$ cat config.mk
export PLATFORM = sky130hd
export DESIGN_NAME = output_terminal_function_select
export DESIGN_NICKNAME = d
export VERILOG_FILES = /design/src/terminal_select_pkg.sv /design/src/output_terminal_function_select.sv
export SDC_FILE = /design/constraint.sdc
export NUM_CORES = 1
export LEC_CHECK = 0
export BUFFER_PORTS_ARGS = -buffer_cell sky130_fd_sc_hd__buf_2
export CORE_MARGIN = 1
export CORE_UTILIZATION = 40
export DETAILED_ROUTE_END_ITERATION = 12
export PLACE_DENSITY = 0.58
export RECOVER_POWER = 25
export SYNTH_ARGS = -nofsm -noshare
export SYNTH_HDL_FRONTEND = slang
export SYNTH_SLANG_ARGS = --single-unit
$ cat constraint.sdc
create_clock -name pclk -period 6.4 [get_ports pclk]
set_input_delay 0.32 -clock pclk [delete_from_list [all_inputs] [get_ports pclk]]
set_output_delay 0.32 -clock pclk [all_outputs]
set_load 0.02 [all_outputs]
$ cat src/terminal_select_pkg.sv
package terminal_select_pkg;

    localparam int num_outputs = 9;
    localparam int sel_width = 16;

    // ***************************************************
    // register word addresses
    // ***************************************************
    localparam logic [11:0] addr_mux_mode = 12'h000;
    localparam logic [11:0] addr_func_base = 12'h004;
    localparam logic [11:0] addr_status = 12'h028;
    localparam logic [11:0] addr_terminals = 12'h02c;
    localparam logic [11:0] addr_pulse_div = 12'h030;

    localparam logic [15:0] mux_mode_reset = 16'h0001;
    localparam logic [15:0] mux_mode_pulse = 16'h0000;
    localparam logic [15:0] mux_mode_switch = 16'h0001;

    // ***************************************************
    // selector codes
    // ***************************************************
    localparam logic [15:0] fn_none = 16'h0000;
    localparam logic [15:0] fn_ready = 16'h0001;
    localparam logic [15:0] fn_running = 16'h0002;
    localparam logic [15:0] fn_fault_stop = 16'h0003;
    localparam logic [15:0] fn_fault_coast = 16'h0004;
    localparam logic [15:0] fn_freq_limited = 16'h0005;
    localparam logic [15:0] fn_torque_limited = 16'h0006;
    localparam logic [15:0] fn_upper_reached = 16'h0007;
    localparam logic [15:0] fn_lower_run = 16'h0008;
    localparam logic [15:0] fn_lower_stop = 16'h0009;
    localparam logic [15:0] fn_reverse = 16'h000a;
    localparam logic [15:0] fn_zero_run = 16'h000b;
    localparam logic [15:0] fn_zero_stop = 16'h000c;
    localparam logic [15:0] fn_set_count = 16'h000d;
    localparam logic [15:0] fn_designated_count = 16'h000e;
    localparam logic [15:0] fn_length = 16'h000f;
    localparam logic [15:0] fn_sequencer_done = 16'h0010;
    localparam logic [15:0] fn_fdt_first = 16'h0011;
    localparam logic [15:0] fn_fdt_second = 16'h0012;
    localparam logic [15:0] fn_freq_reached = 16'h0013;

    // reset selectors, index 0..8: switch, relay, base collector, ext two..six, ext relay
    localparam logic [15:0] func_reset [num_outputs] = '{
        16'h0000, 16'h0002, 16'h0001, 16'h0000, 16'h0000,
        16'h0000, 16'h0000, 16'h0000, 16'h0000};

    // ***************************************************
    // timing
    // ***************************************************
    localparam int clk_mhz = 100;
    localparam int seq_pulse_ms = 250;
    localparam int seq_pulse_cycles = seq_pulse_ms * 1000 * clk_mhz;
    localparam int pulse_max_khz = 50;
    // fastest half period for a 50 kHz pulse train
    localparam int pulse_min_half = (clk_mhz * 1000) / (pulse_max_khz * 2);
    localparam logic [15:0] pulse_div_reset = 16'h03e8;

    typedef struct packed {
        logic ready;
        logic running;
        logic fault_stop;
        logic fault_coast;
        logic undervoltage;
        logic freq_limited;
        logic torque_limited;
        logic upper_reached;
        logic lower_reached;
        logic reverse;
        logic zero_freq;
        logic set_count_reached;
        logic designated_count_reached;
        logic length_reached;
        logic sequencer_cycle_done;
        logic freq_level_detect_first;
        logic freq_level_detect_second;
        logic freq_reached;
    } drive_status_s;

    typedef struct packed {
        logic multiplexed_pulse_output;
        logic multiplexed_switch_output;
        logic board_relay_contacts;
        logic base_collector_output;
        logic [4:0] extension_outputs;
        logic extension_relay_contacts;
    } terminals_s;

endpackage : terminal_select_pkg
$ cat src/output_terminal_function_select.sv
// Operation
// - mode 0 pulse train, 1 switch; reset 1
// - pulse train up to 50 kHz
// - nine selectors with fixed reset codes
// - code 0 keeps output inactive
// - code 1 means ready, no fault
// - code 2 means running, even zero
// - code 3 means stopped by fault
// - code 5 means frequency limited
// - code 6 means torque limited, stalled
// - code 7 means upper limit reached
// - code 8 lower limit, off at stop
// - code 9 lower limit, on at stop
// - code 10 means reverse running
// - code 11 zero speed, off at stop
// - code 12 zero speed, on at stop
// - code 13 set count reached
// - code 14 designated count reached
// - code 15 length target exceeded
// - code 16 one 250 ms pulse
`timescale 1ns/10ps
`default_nettype none

module output_terminal_function_select
    import terminal_select_pkg::*;
#(
    parameter int seq_pulse_len = seq_pulse_cycles
) (
    input wire logic pclk,
    input wire logic presetn,
    input wire logic psel,
    input wire logic penable,
    input wire logic pwrite,
    input wire logic [11:0] paddr,
    input wire logic [31:0] pwdata,
    output logic [31:0] prdata,
    output logic pready,
    output logic pslverr,
    input wire terminal_select_pkg::drive_status_s status_in,
    output terminal_select_pkg::terminals_s terminals
);
    import terminal_select_pkg::*;

    // ***************************************************
    // state
    // ***************************************************
    typedef struct packed {
        logic [15:0] mux_mode;
        logic [num_outputs-1:0][15:0] func;
        logic [15:0] pulse_div;
        logic [15:0] pulse_cnt;
        logic pulse_level;
        logic [31:0] seq_cnt;
        logic seq_active;
        logic seq_prev;
        logic [num_outputs-1:0] selected;
        logic [31:0] prdata;
        logic pready;
        logic pslverr;
        terminals_s terminals;
    } state_s;

    state_s state;
    state_s next_state;
    drive_status_s stat_meta;
    drive_status_s stat;

    // status arrives from the drive core's own clock tree, so resync it
    always_ff @(posedge pclk or negedge presetn) begin
        if (!presetn) begin
            stat_meta <= '0;
            stat <= '0;
        end else begin
            stat_meta <= status_in;
            stat <= stat_meta;
        end
    end

    function automatic logic pick(input logic [15:0] code, input drive_status_s s,
                                  input logic seq_pulse);
        logic stopped;
        stopped = !s.running;
        case (code)
            fn_none: pick = 1'b0;
            fn_ready: pick = s.ready && !s.fault_stop;
            fn_running: pick = s.running;
            fn_fault_stop: pick = s.fault_stop;
            fn_fault_coast: pick = s.fault_coast && !s.undervoltage;
            fn_freq_limited: pick = s.freq_limited;
            fn_torque_limited: pick = s.torque_limited;
            fn_upper_reached: pick = s.upper_reached;
            fn_lower_run: pick = s.lower_reached && !stopped;
            fn_lower_stop: pick = s.lower_reached || stopped;
            fn_reverse: pick = s.reverse && s.running;
            fn_zero_run: pick = s.zero_freq && !stopped;
            fn_zero_stop: pick = s.zero_freq || stopped;
            fn_set_count: pick = s.set_count_reached;
            fn_designated_count: pick = s.designated_count_reached;
            fn_length: pick = s.length_reached;
            fn_sequencer_done: pick = seq_pulse;
            fn_fdt_first: pick = s.freq_level_detect_first;
            fn_fdt_second: pick = s.freq_level_detect_second;
            fn_freq_reached: pick = s.freq_reached;
            default: pick = 1'b0;
        endcase
    endfunction

    // ***************************************************
    // next state
    // ***************************************************
    always_comb begin
        logic [11:0] idx;
        logic setup;
        logic access;
        idx = '0;
        next_state = state;
        setup = psel && !penable;
        access = psel && penable;
        next_state.pready = setup;
        next_state.pslverr = 1'b0;

        // a retrigger restarts the full width instead of stretching it
        // 250 ms pulse per cycle
        next_state.seq_prev = stat.sequencer_cycle_done;
        if (stat.sequencer_cycle_done && !state.seq_prev) begin
            next_state.seq_active = 1'b1;
            next_state.seq_cnt = 32'(seq_pulse_len - 1);
        end else if (state.seq_active) begin
            if (state.seq_cnt == '0) begin
                next_state.seq_active = 1'b0;
            end else begin
                next_state.seq_cnt = state.seq_cnt - 32'd1;
            end
        end

        // counter runs in both modes, so a mode change needs no restart
        // half period never below 50 kHz limit
        if (state.pulse_cnt == '0) begin
            next_state.pulse_cnt = state.pulse_div - 16'd1;
            next_state.pulse_level = !state.pulse_level;
        end else begin
            next_state.pulse_cnt = state.pulse_cnt - 16'd1;
        end

        for (int i = 0; i < num_outputs; i++) begin
            next_state.selected[i] = pick(state.func[i], stat, state.seq_active);
        end

        next_state.terminals.multiplexed_pulse_output =
            (state.mux_mode == mux_mode_pulse) && state.pulse_level;
        next_state.terminals.multiplexed_switch_output =
            (state.mux_mode == mux_mode_switch) && state.selected[0];
        next_state.terminals.board_relay_contacts = state.selected[1];
        next_state.terminals.base_collector_output = state.selected[2];
        next_state.terminals.extension_outputs = state.selected[7:3];
        next_state.terminals.extension_relay_contacts = state.selected[8];

        // ***************************************************
        // apb slave
        // ***************************************************
        if (setup) begin
            next_state.prdata = '0;
            idx = (paddr - addr_func_base) >> 2;
            if (paddr[1:0] != 2'b00) begin
                next_state.pslverr = 1'b1;
            end else if (paddr == addr_mux_mode) begin
                next_state.prdata = {16'h0000, state.mux_mode};
            end else if (paddr >= addr_func_base && paddr < addr_status) begin
                next_state.prdata = {16'h0000, state.func[idx[3:0]]};
            end else if (paddr == addr_status) begin
                next_state.prdata = 32'(stat);
            end else if (paddr == addr_terminals) begin
                next_state.prdata = 32'(state.terminals);
            end else if (paddr == addr_pulse_div) begin
                next_state.prdata = {16'h0000, state.pulse_div};
            end else begin
                next_state.pslverr = 1'b1;
            end
        end
        if (access && state.pready && pwrite && !state.pslverr) begin
            idx = (paddr - addr_func_base) >> 2;
            if (paddr == addr_mux_mode) begin
                next_state.mux_mode = pwdata[15:0];
            end else if (paddr >= addr_func_base && paddr < addr_status) begin
                next_state.func[idx[3:0]] = pwdata[15:0];
            end else if (paddr == addr_pulse_div) begin
                if (pwdata[15:0] < 16'(pulse_min_half)) begin
                    next_state.pulse_div = 16'(pulse_min_half);
                end else begin
                    next_state.pulse_div = pwdata[15:0];
                end
            end
        end
        if (access && state.pready) begin
            next_state.pready = 1'b0;
        end
    end

    always_ff @(posedge pclk or negedge presetn) begin
        if (!presetn) begin
            state <= '0;
            state.mux_mode <= mux_mode_reset;
            for (int i = 0; i < num_outputs; i++) begin
                state.func[i] <= func_reset[i];
            end
            state.pulse_div <= pulse_div_reset;
        end else begin
            state <= next_state;
        end
    end

    assign prdata = state.prdata;
    assign pready = state.pready;
    assign pslverr = state.pslverr;
    assign terminals = state.terminals;

    // ***************************************************
    // checks
    // ***************************************************
    a_zero_inactive: assert property (@(posedge pclk) disable iff (!presetn)
        (state.func[1] == fn_none) |=> !state.selected[1])
        else $error("relay active with code 0");
    a_pulse_mode: assert property (@(posedge pclk) disable iff (!presetn)
        (state.mux_mode == mux_mode_pulse) |=> !terminals.multiplexed_switch_output)
        else $error("switch output active in pulse mode");
    a_pulse_floor: assert property (@(posedge pclk) disable iff (!presetn)
        state.pulse_div >= 16'(pulse_min_half))
        else $error("pulse half period too short");
    a_running_sel: assert property (@(posedge pclk) disable iff (!presetn)
        (state.func[2] == fn_running) && $stable(state.func[2])
        |=> state.selected[2] == $past(stat.running))
        else $error("running code not followed");
    a_lower_stop: assert property (@(posedge pclk) disable iff (!presetn)
        (state.func[0] == fn_lower_stop) && !stat.running |=> state.selected[0])
        else $error("code 9 inactive at stop");
    a_zero_run: assert property (@(posedge pclk) disable iff (!presetn)
        (state.func[0] == fn_zero_run) && !stat.running |=> !state.selected[0])
        else $error("code 11 active at stop");
    a_seq_start: assert property (@(posedge pclk) disable iff (!presetn)
        stat.sequencer_cycle_done && !state.seq_prev |=> state.seq_active)
        else $error("sequencer pulse not started");
    a_unknown_code: assert property (@(posedge pclk) disable iff (!presetn)
        (state.func[3] > fn_freq_reached) |=> !state.selected[3])
        else $error("unknown code drives output");

    // ***************************************************
    // selector checks
    // ***************************************************
    a_ready_sel: assert property (@(posedge pclk) disable iff (!presetn)
        (state.func[2] == fn_ready) && stat.ready && !stat.fault_stop |=> state.selected[2])
        else $error("code 1 inactive when ready");
    a_ready_fault: assert property (@(posedge pclk) disable iff (!presetn)
        (state.func[2] == fn_ready) && stat.fault_stop |=> !state.selected[2])
        else $error("code 1 active on fault");
    a_fault_stop: assert property (@(posedge pclk) disable iff (!presetn)
        (state.func[0] == fn_fault_stop) |=> state.selected[0] == $past(stat.fault_stop))
        else $error("code 3 not followed");
    a_coast_low: assert property (@(posedge pclk) disable iff (!presetn)
        (state.func[0] == fn_fault_coast) && stat.undervoltage |=> !state.selected[0])
        else $error("code 4 active at undervoltage");
    a_coast_set: assert property (@(posedge pclk) disable iff (!presetn)
        (state.func[0] == fn_fault_coast) && stat.fault_coast && !stat.undervoltage
        |=> state.selected[0])
        else $error("code 4 inactive after coast fault");
    a_freq_limit: assert property (@(posedge pclk) disable iff (!presetn)
        (state.func[1] == fn_freq_limited) |=> state.selected[1] == $past(stat.freq_limited))
        else $error("code 5 not followed");
    a_torque_limit: assert property (@(posedge pclk) disable iff (!presetn)
        (state.func[1] == fn_torque_limited)
        |=> state.selected[1] == $past(stat.torque_limited))
        else $error("code 6 not followed");
    a_upper_limit: assert property (@(posedge pclk) disable iff (!presetn)
        (state.func[1] == fn_upper_reached)
        |=> state.selected[1] == $past(stat.upper_reached))
        else $error("code 7 not followed");
    a_lower_run: assert property (@(posedge pclk) disable iff (!presetn)
        (state.func[0] == fn_lower_run) && !stat.running |=> !state.selected[0])
        else $error("code 8 active at stop");
    a_reverse_run: assert property (@(posedge pclk) disable iff (!presetn)
        (state.func[1] == fn_reverse) && stat.reverse && stat.running |=> state.selected[1])
        else $error("code 10 inactive in reverse");
    a_zero_stop: assert property (@(posedge pclk) disable iff (!presetn)
        (state.func[0] == fn_zero_stop) && stat.zero_freq |=> state.selected[0])
        else $error("code 12 inactive at zero speed");
    a_set_count: assert property (@(posedge pclk) disable iff (!presetn)
        (state.func[1] == fn_set_count)
        |=> state.selected[1] == $past(stat.set_count_reached))
        else $error("code 13 not followed");
    a_designated_count: assert property (@(posedge pclk) disable iff (!presetn)
        (state.func[1] == fn_designated_count)
        |=> state.selected[1] == $past(stat.designated_count_reached))
        else $error("code 14 not followed");
    a_length_target: assert property (@(posedge pclk) disable iff (!presetn)
        (state.func[1] == fn_length)
        |=> state.selected[1] == $past(stat.length_reached))
        else $error("code 15 not followed");
    a_detect_first: assert property (@(posedge pclk) disable iff (!presetn)
        (state.func[1] == fn_fdt_first)
        |=> state.selected[1] == $past(stat.freq_level_detect_first))
        else $error("code 17 not followed");
    a_freq_reached: assert property (@(posedge pclk) disable iff (!presetn)
        (state.func[1] == fn_freq_reached)
        |=> state.selected[1] == $past(stat.freq_reached))
        else $error("code 19 not followed");

    // ***************************************************
    // terminal checks
    // ***************************************************
    a_switch_follow: assert property (@(posedge pclk) disable iff (!presetn)
        (state.mux_mode == mux_mode_switch)
        |=> terminals.multiplexed_switch_output == $past(state.selected[0]))
        else $error("switch output not following selector");
    a_pulse_gate: assert property (@(posedge pclk) disable iff (!presetn)
        (state.mux_mode != mux_mode_pulse) |=> !terminals.multiplexed_pulse_output)
        else $error("pulse output active in switch mode");
    a_relay_running: assert property (@(posedge pclk) disable iff (!presetn)
        (state.func[1] == fn_running)
        |-> ##2 terminals.board_relay_contacts == $past(stat.running, 2))
        else $error("relay not following running");
    a_ext_relay: assert property (@(posedge pclk) disable iff (!presetn)
        (state.func[8] == fn_none) |-> ##2 !terminals.extension_relay_contacts)
        else $error("extension relay active with code 0");

    // ***************************************************
    // sequencer and pulse checks
    // ***************************************************
    a_seq_reload: assert property (@(posedge pclk) disable iff (!presetn)
        stat.sequencer_cycle_done && !state.seq_prev
        |=> state.seq_cnt == 32'(seq_pulse_len - 1))
        else $error("sequencer pulse width not reloaded");
    a_seq_expire: assert property (@(posedge pclk) disable iff (!presetn)
        state.seq_active && (state.seq_cnt == '0)
        && !(stat.sequencer_cycle_done && !state.seq_prev) |=> !state.seq_active)
        else $error("sequencer pulse too long");
    a_pulse_rate: assert property (@(posedge pclk) disable iff (!presetn)
        $changed(state.pulse_level) |-> $past(state.pulse_cnt) == '0)
        else $error("pulse toggled before half period");

    // ***************************************************
    // register checks
    // ***************************************************
    a_ready_once: assert property (@(posedge pclk) disable iff (!presetn)
        state.pready |=> !state.pready)
        else $error("pready held too long");
    a_error_ready: assert property (@(posedge pclk) disable iff (!presetn)
        state.pslverr |-> state.pready)
        else $error("pslverr without pready");
    a_div_clamp: assert property (@(posedge pclk) disable iff (!presetn)
        psel && penable && state.pready && pwrite && !state.pslverr && (paddr == addr_pulse_div)
        && (pwdata[15:0] < 16'(pulse_min_half)) |=> state.pulse_div == 16'(pulse_min_half))
        else $error("pulse divider not clamped");
    a_mode_write: assert property (@(posedge pclk) disable iff (!presetn)
        psel && penable && state.pready && pwrite && !state.pslverr && (paddr == addr_mux_mode)
        |=> state.mux_mode == 16'($past(pwdata)))
        else $error("mode write lost");

endmodule // output_terminal_function_select

`default_nettype wire

==> impl_metrics.json <==
{
  "outcome": "finished with violations",
  "violations": "capacitance limit, slew limit",
  "routed_wl_um": 45900,
  "clock_latency_ns": 0.54,
  "grt_max_degree": 136,
  "drtAntennaViolNets": 0,
  "r2r_setup_slack_ns": 3.17,
  "worst_slew_pin_slew_ns": 1.51,
  "critPathKind": "register to register",
  "post_cts_resized": 0,
  "clk_pin_slew_ns": 0.06,
  "dpl.hpwl_um": 31100,
  "drv_slew": 32,
  "slowest_stage": "and2_1",
  "hold_buffers": 19,
  "syn_inst": 1427,
  "synth_edf_count": 0,
  "ff2ff_path_depth": 9,
  "area.growth.synth_to_final_pct": 11.4,
  "path_cells": "or3_1, and3b_1, and2_1, a21oi_1, ha_1, nor2b_1, nand3_1, nor2_1, xor2_1",
  "coreArea_um2": 39800,
  "worstPathRequired_ns": 6.82,
  "crit_arrival_ns": 3.65,
  "io_pins": 111,
  "first_pass_iters": 5,
  "slew_headroom": -0.00619,
  "die_w_um": 203,
  "r2r-start": "state[91]",
  "ys_ff_latch": 302,
  "setup_tns_ns": 0,
  "die_area_um2": 41300,
  "drive_above_1_share": 0.254,
  "post_drt_wl_per_cell_um": 23.1,
  "irDropWorstVdd_mv": 0.139,
  "clk_path_buf_depth": 3,
  "die_y_um": 203,
  "htreeDepth": 2,
  "slowest_delay_ns": 0.76,
  "whs_path_depth": 3,
  "grt_pass1_vias": 11800,
  "hold_start": "pwdata[6]",
  "finalClockSkew_ns": 0.0188,
  "grt_usage": 0.226,
  "setup_viol": 0,
  "r2r-end": "state[100]",
  "rsz0062_at_grt": "no",
  "rows": 73,
  "antenna_found_initial": 0,
  "end_kind": "register",
  "via_per_inst": 5.94,
  "min_period_ns": 3.23,
  "place_area_um2": 16600,
  "start_util": 0.407,
  "fin_area_um2": 18000,
  "utilization": 0.453,
  "syn_area_um2": 16200,
  "grt_overflow": 0,
  "cts_tree": "yes",
  "finalNetCount": 1511,
  "drtIter0Drc": 1020,
  "ys_types": 85,
  "clockRootBuffer": "clkbuf_16",
  "gp_congestion": 0.872,
  "final-hold-violation-count": 0,
  "hp-class": "primary input to register",
  "io_buffers": 80,
  "synthArstFlopShare": 1.00,
  "hold_path_end": "state[110]",
  "cts.sinks": 302,
  "seq_area_frac_synth": 0.467,
  "cts_setup_buffers": 0,
  "drc": 0,
  "grt_pass1_wl_um": 71500,
  "fin_crit_sh": 0.505,
  "max_cap_violations": 1,
  "avgSynthCellArea_um2": 11.4,
  "powerDensity_nw_per_um2": 244,
  "cp-start-kind": "register",
  "cellLeakagePower_nw": 7.97,
  "yosys_warnings": 0,
  "cts_buffers": 35,
  "via_count": 11800,
  "max_freq_mhz": 309,
  "synthFlopType": "dfrtp_1",
  "crit_fanout": 26
}
[cell families (layout without fill, tap and decap cells)]
kind of cell | Yosys count | in the layout | synth area share
AOI/OAI and AO/OA | 247 | 247 | 0.109
xor gates and xnor gates | 37 | 37 | 0.0200
adders and majority gates | 8 | 8 | 0.00618
DFF | 302 | 302 | 0.467
muxes | 241 | 241 | 0.203
and+or+nand+nor | 420 | 420 | 0.140
other | 1 | 15 | 0.000232
buffers and inverters | 171 | 194 | 0.0541
[layout make-up]
| type | count | area, µm² |
|---|---|---|
| clock inverter | 11 | 195 |
| multi-input combinational | 967 | 7810 |
| clock buffer | 53 | 1060 |
| antenna | 1 | 2.50 |
| fill | 3713 | 21800 |
| tap | 525 | 657 |
| timing repair buffer | 112 | 679 |
| inverter | 18 | 67.6 |
| sequential | 302 | 7570 |
[cell usage in the layout, fill, tap and decap left out, drive strengths merged, types with 39 or more instances in the layout]
| cell type | Yosys | final |
|---|---|---|
| mux2 | 175 | 175 |
| o21ai | 57 | 57 |
| clkbuf | 82 | 76 |
| a21oi | 41 | 41 |
| nand2 | 132 | 132 |
| buf | 71 | 70 |
| nor4 | 39 | 39 |
| dfrtp | 293 | 293 |
| mux4 | 40 | 40 |
| nor2 | 60 | 60 |
[worst max-delay path, delay by kind of cell (launching register included)]
| kind | cells | cell delay (ns) |
|---|---|---|
| flip-flops | 1 | 0.42 |
| adder cells (fa/ha/maj) | 1 | 0.29 |
| AO/OA/AOI/OAI | 1 | 0.21 |
| AND/OR/NAND/NOR | 6 | 2.04 |
| XOR/XNOR | 1 | 0.15 |
[cell usage after synthesis (26+ instances only)]
cell type  instances  area, µm²
dfrtp_1          293       7330
mux2_2           132       1490
nand2_1          125        469
clkbuf_1          82        308
nor2_1            60        225
o21ai_0           56        280
buf_4             43        323
a21oi_1           41        205
mux2_4            40        601
nand3_1           38        190
mux4_2            37        833
nor4_1            36        225
nor3_1            35        175
mux2i_1           26        260
[how the worst max path moves through the flow]
stage               startpoint    endpoint  cells past startpoint
detailed placement    paddr[2]  state[121]                      7
floorplan             paddr[2]  state[263]                     10
global placement      paddr[2]  state[120]                      7
CTS                  state[91]  state[100]                      9
finish               state[91]  state[100]                      9
global route         state[96]  state[102]                      9
[report_power, final]
group / switching, mW / internal [mW]
Clock: 0.821 / 1.35
Combinational: 0.168 / 0.0827
Sequential: 0.0400 / 1.93
[metrics by stage]
step                setup WS (ns)  std cells  power, mW  hold slack [ns]
finish                       3.17       1989       4.40            0.188
global route                 2.96       1988       4.55            0.233
floorplan                    3.24       1440       2.13           0.0244
detailed placement           2.82       1905       2.25            0.335
global placement             2.88       1905       2.25            0.334
CTS                          3.17       1988       4.45            0.169
[sequential cells by signal (all words and copies together) (netlist names)]
signal / flops
prdata: 18
pslverr: 1
stat: 17
stat_meta: 18
next_state: 9
terminals: 10
pready: 1
state: 228
[routing by layer]
| metal | track usage | up-vias | wire length (µm) |
|---|---|---|---|
| met2 | 0.347 | 411 | 20700 |
| met5 | 0 | - | 0 |
| met1 | 0.324 | 6044 | 21000 |
| met3 | 0.0332 | 93 | 2780 |
| met4 | 0.0771 | 0 | 1420 |
| li1 | - | 5275 | - |
Power figures use the tool's default switching activity.
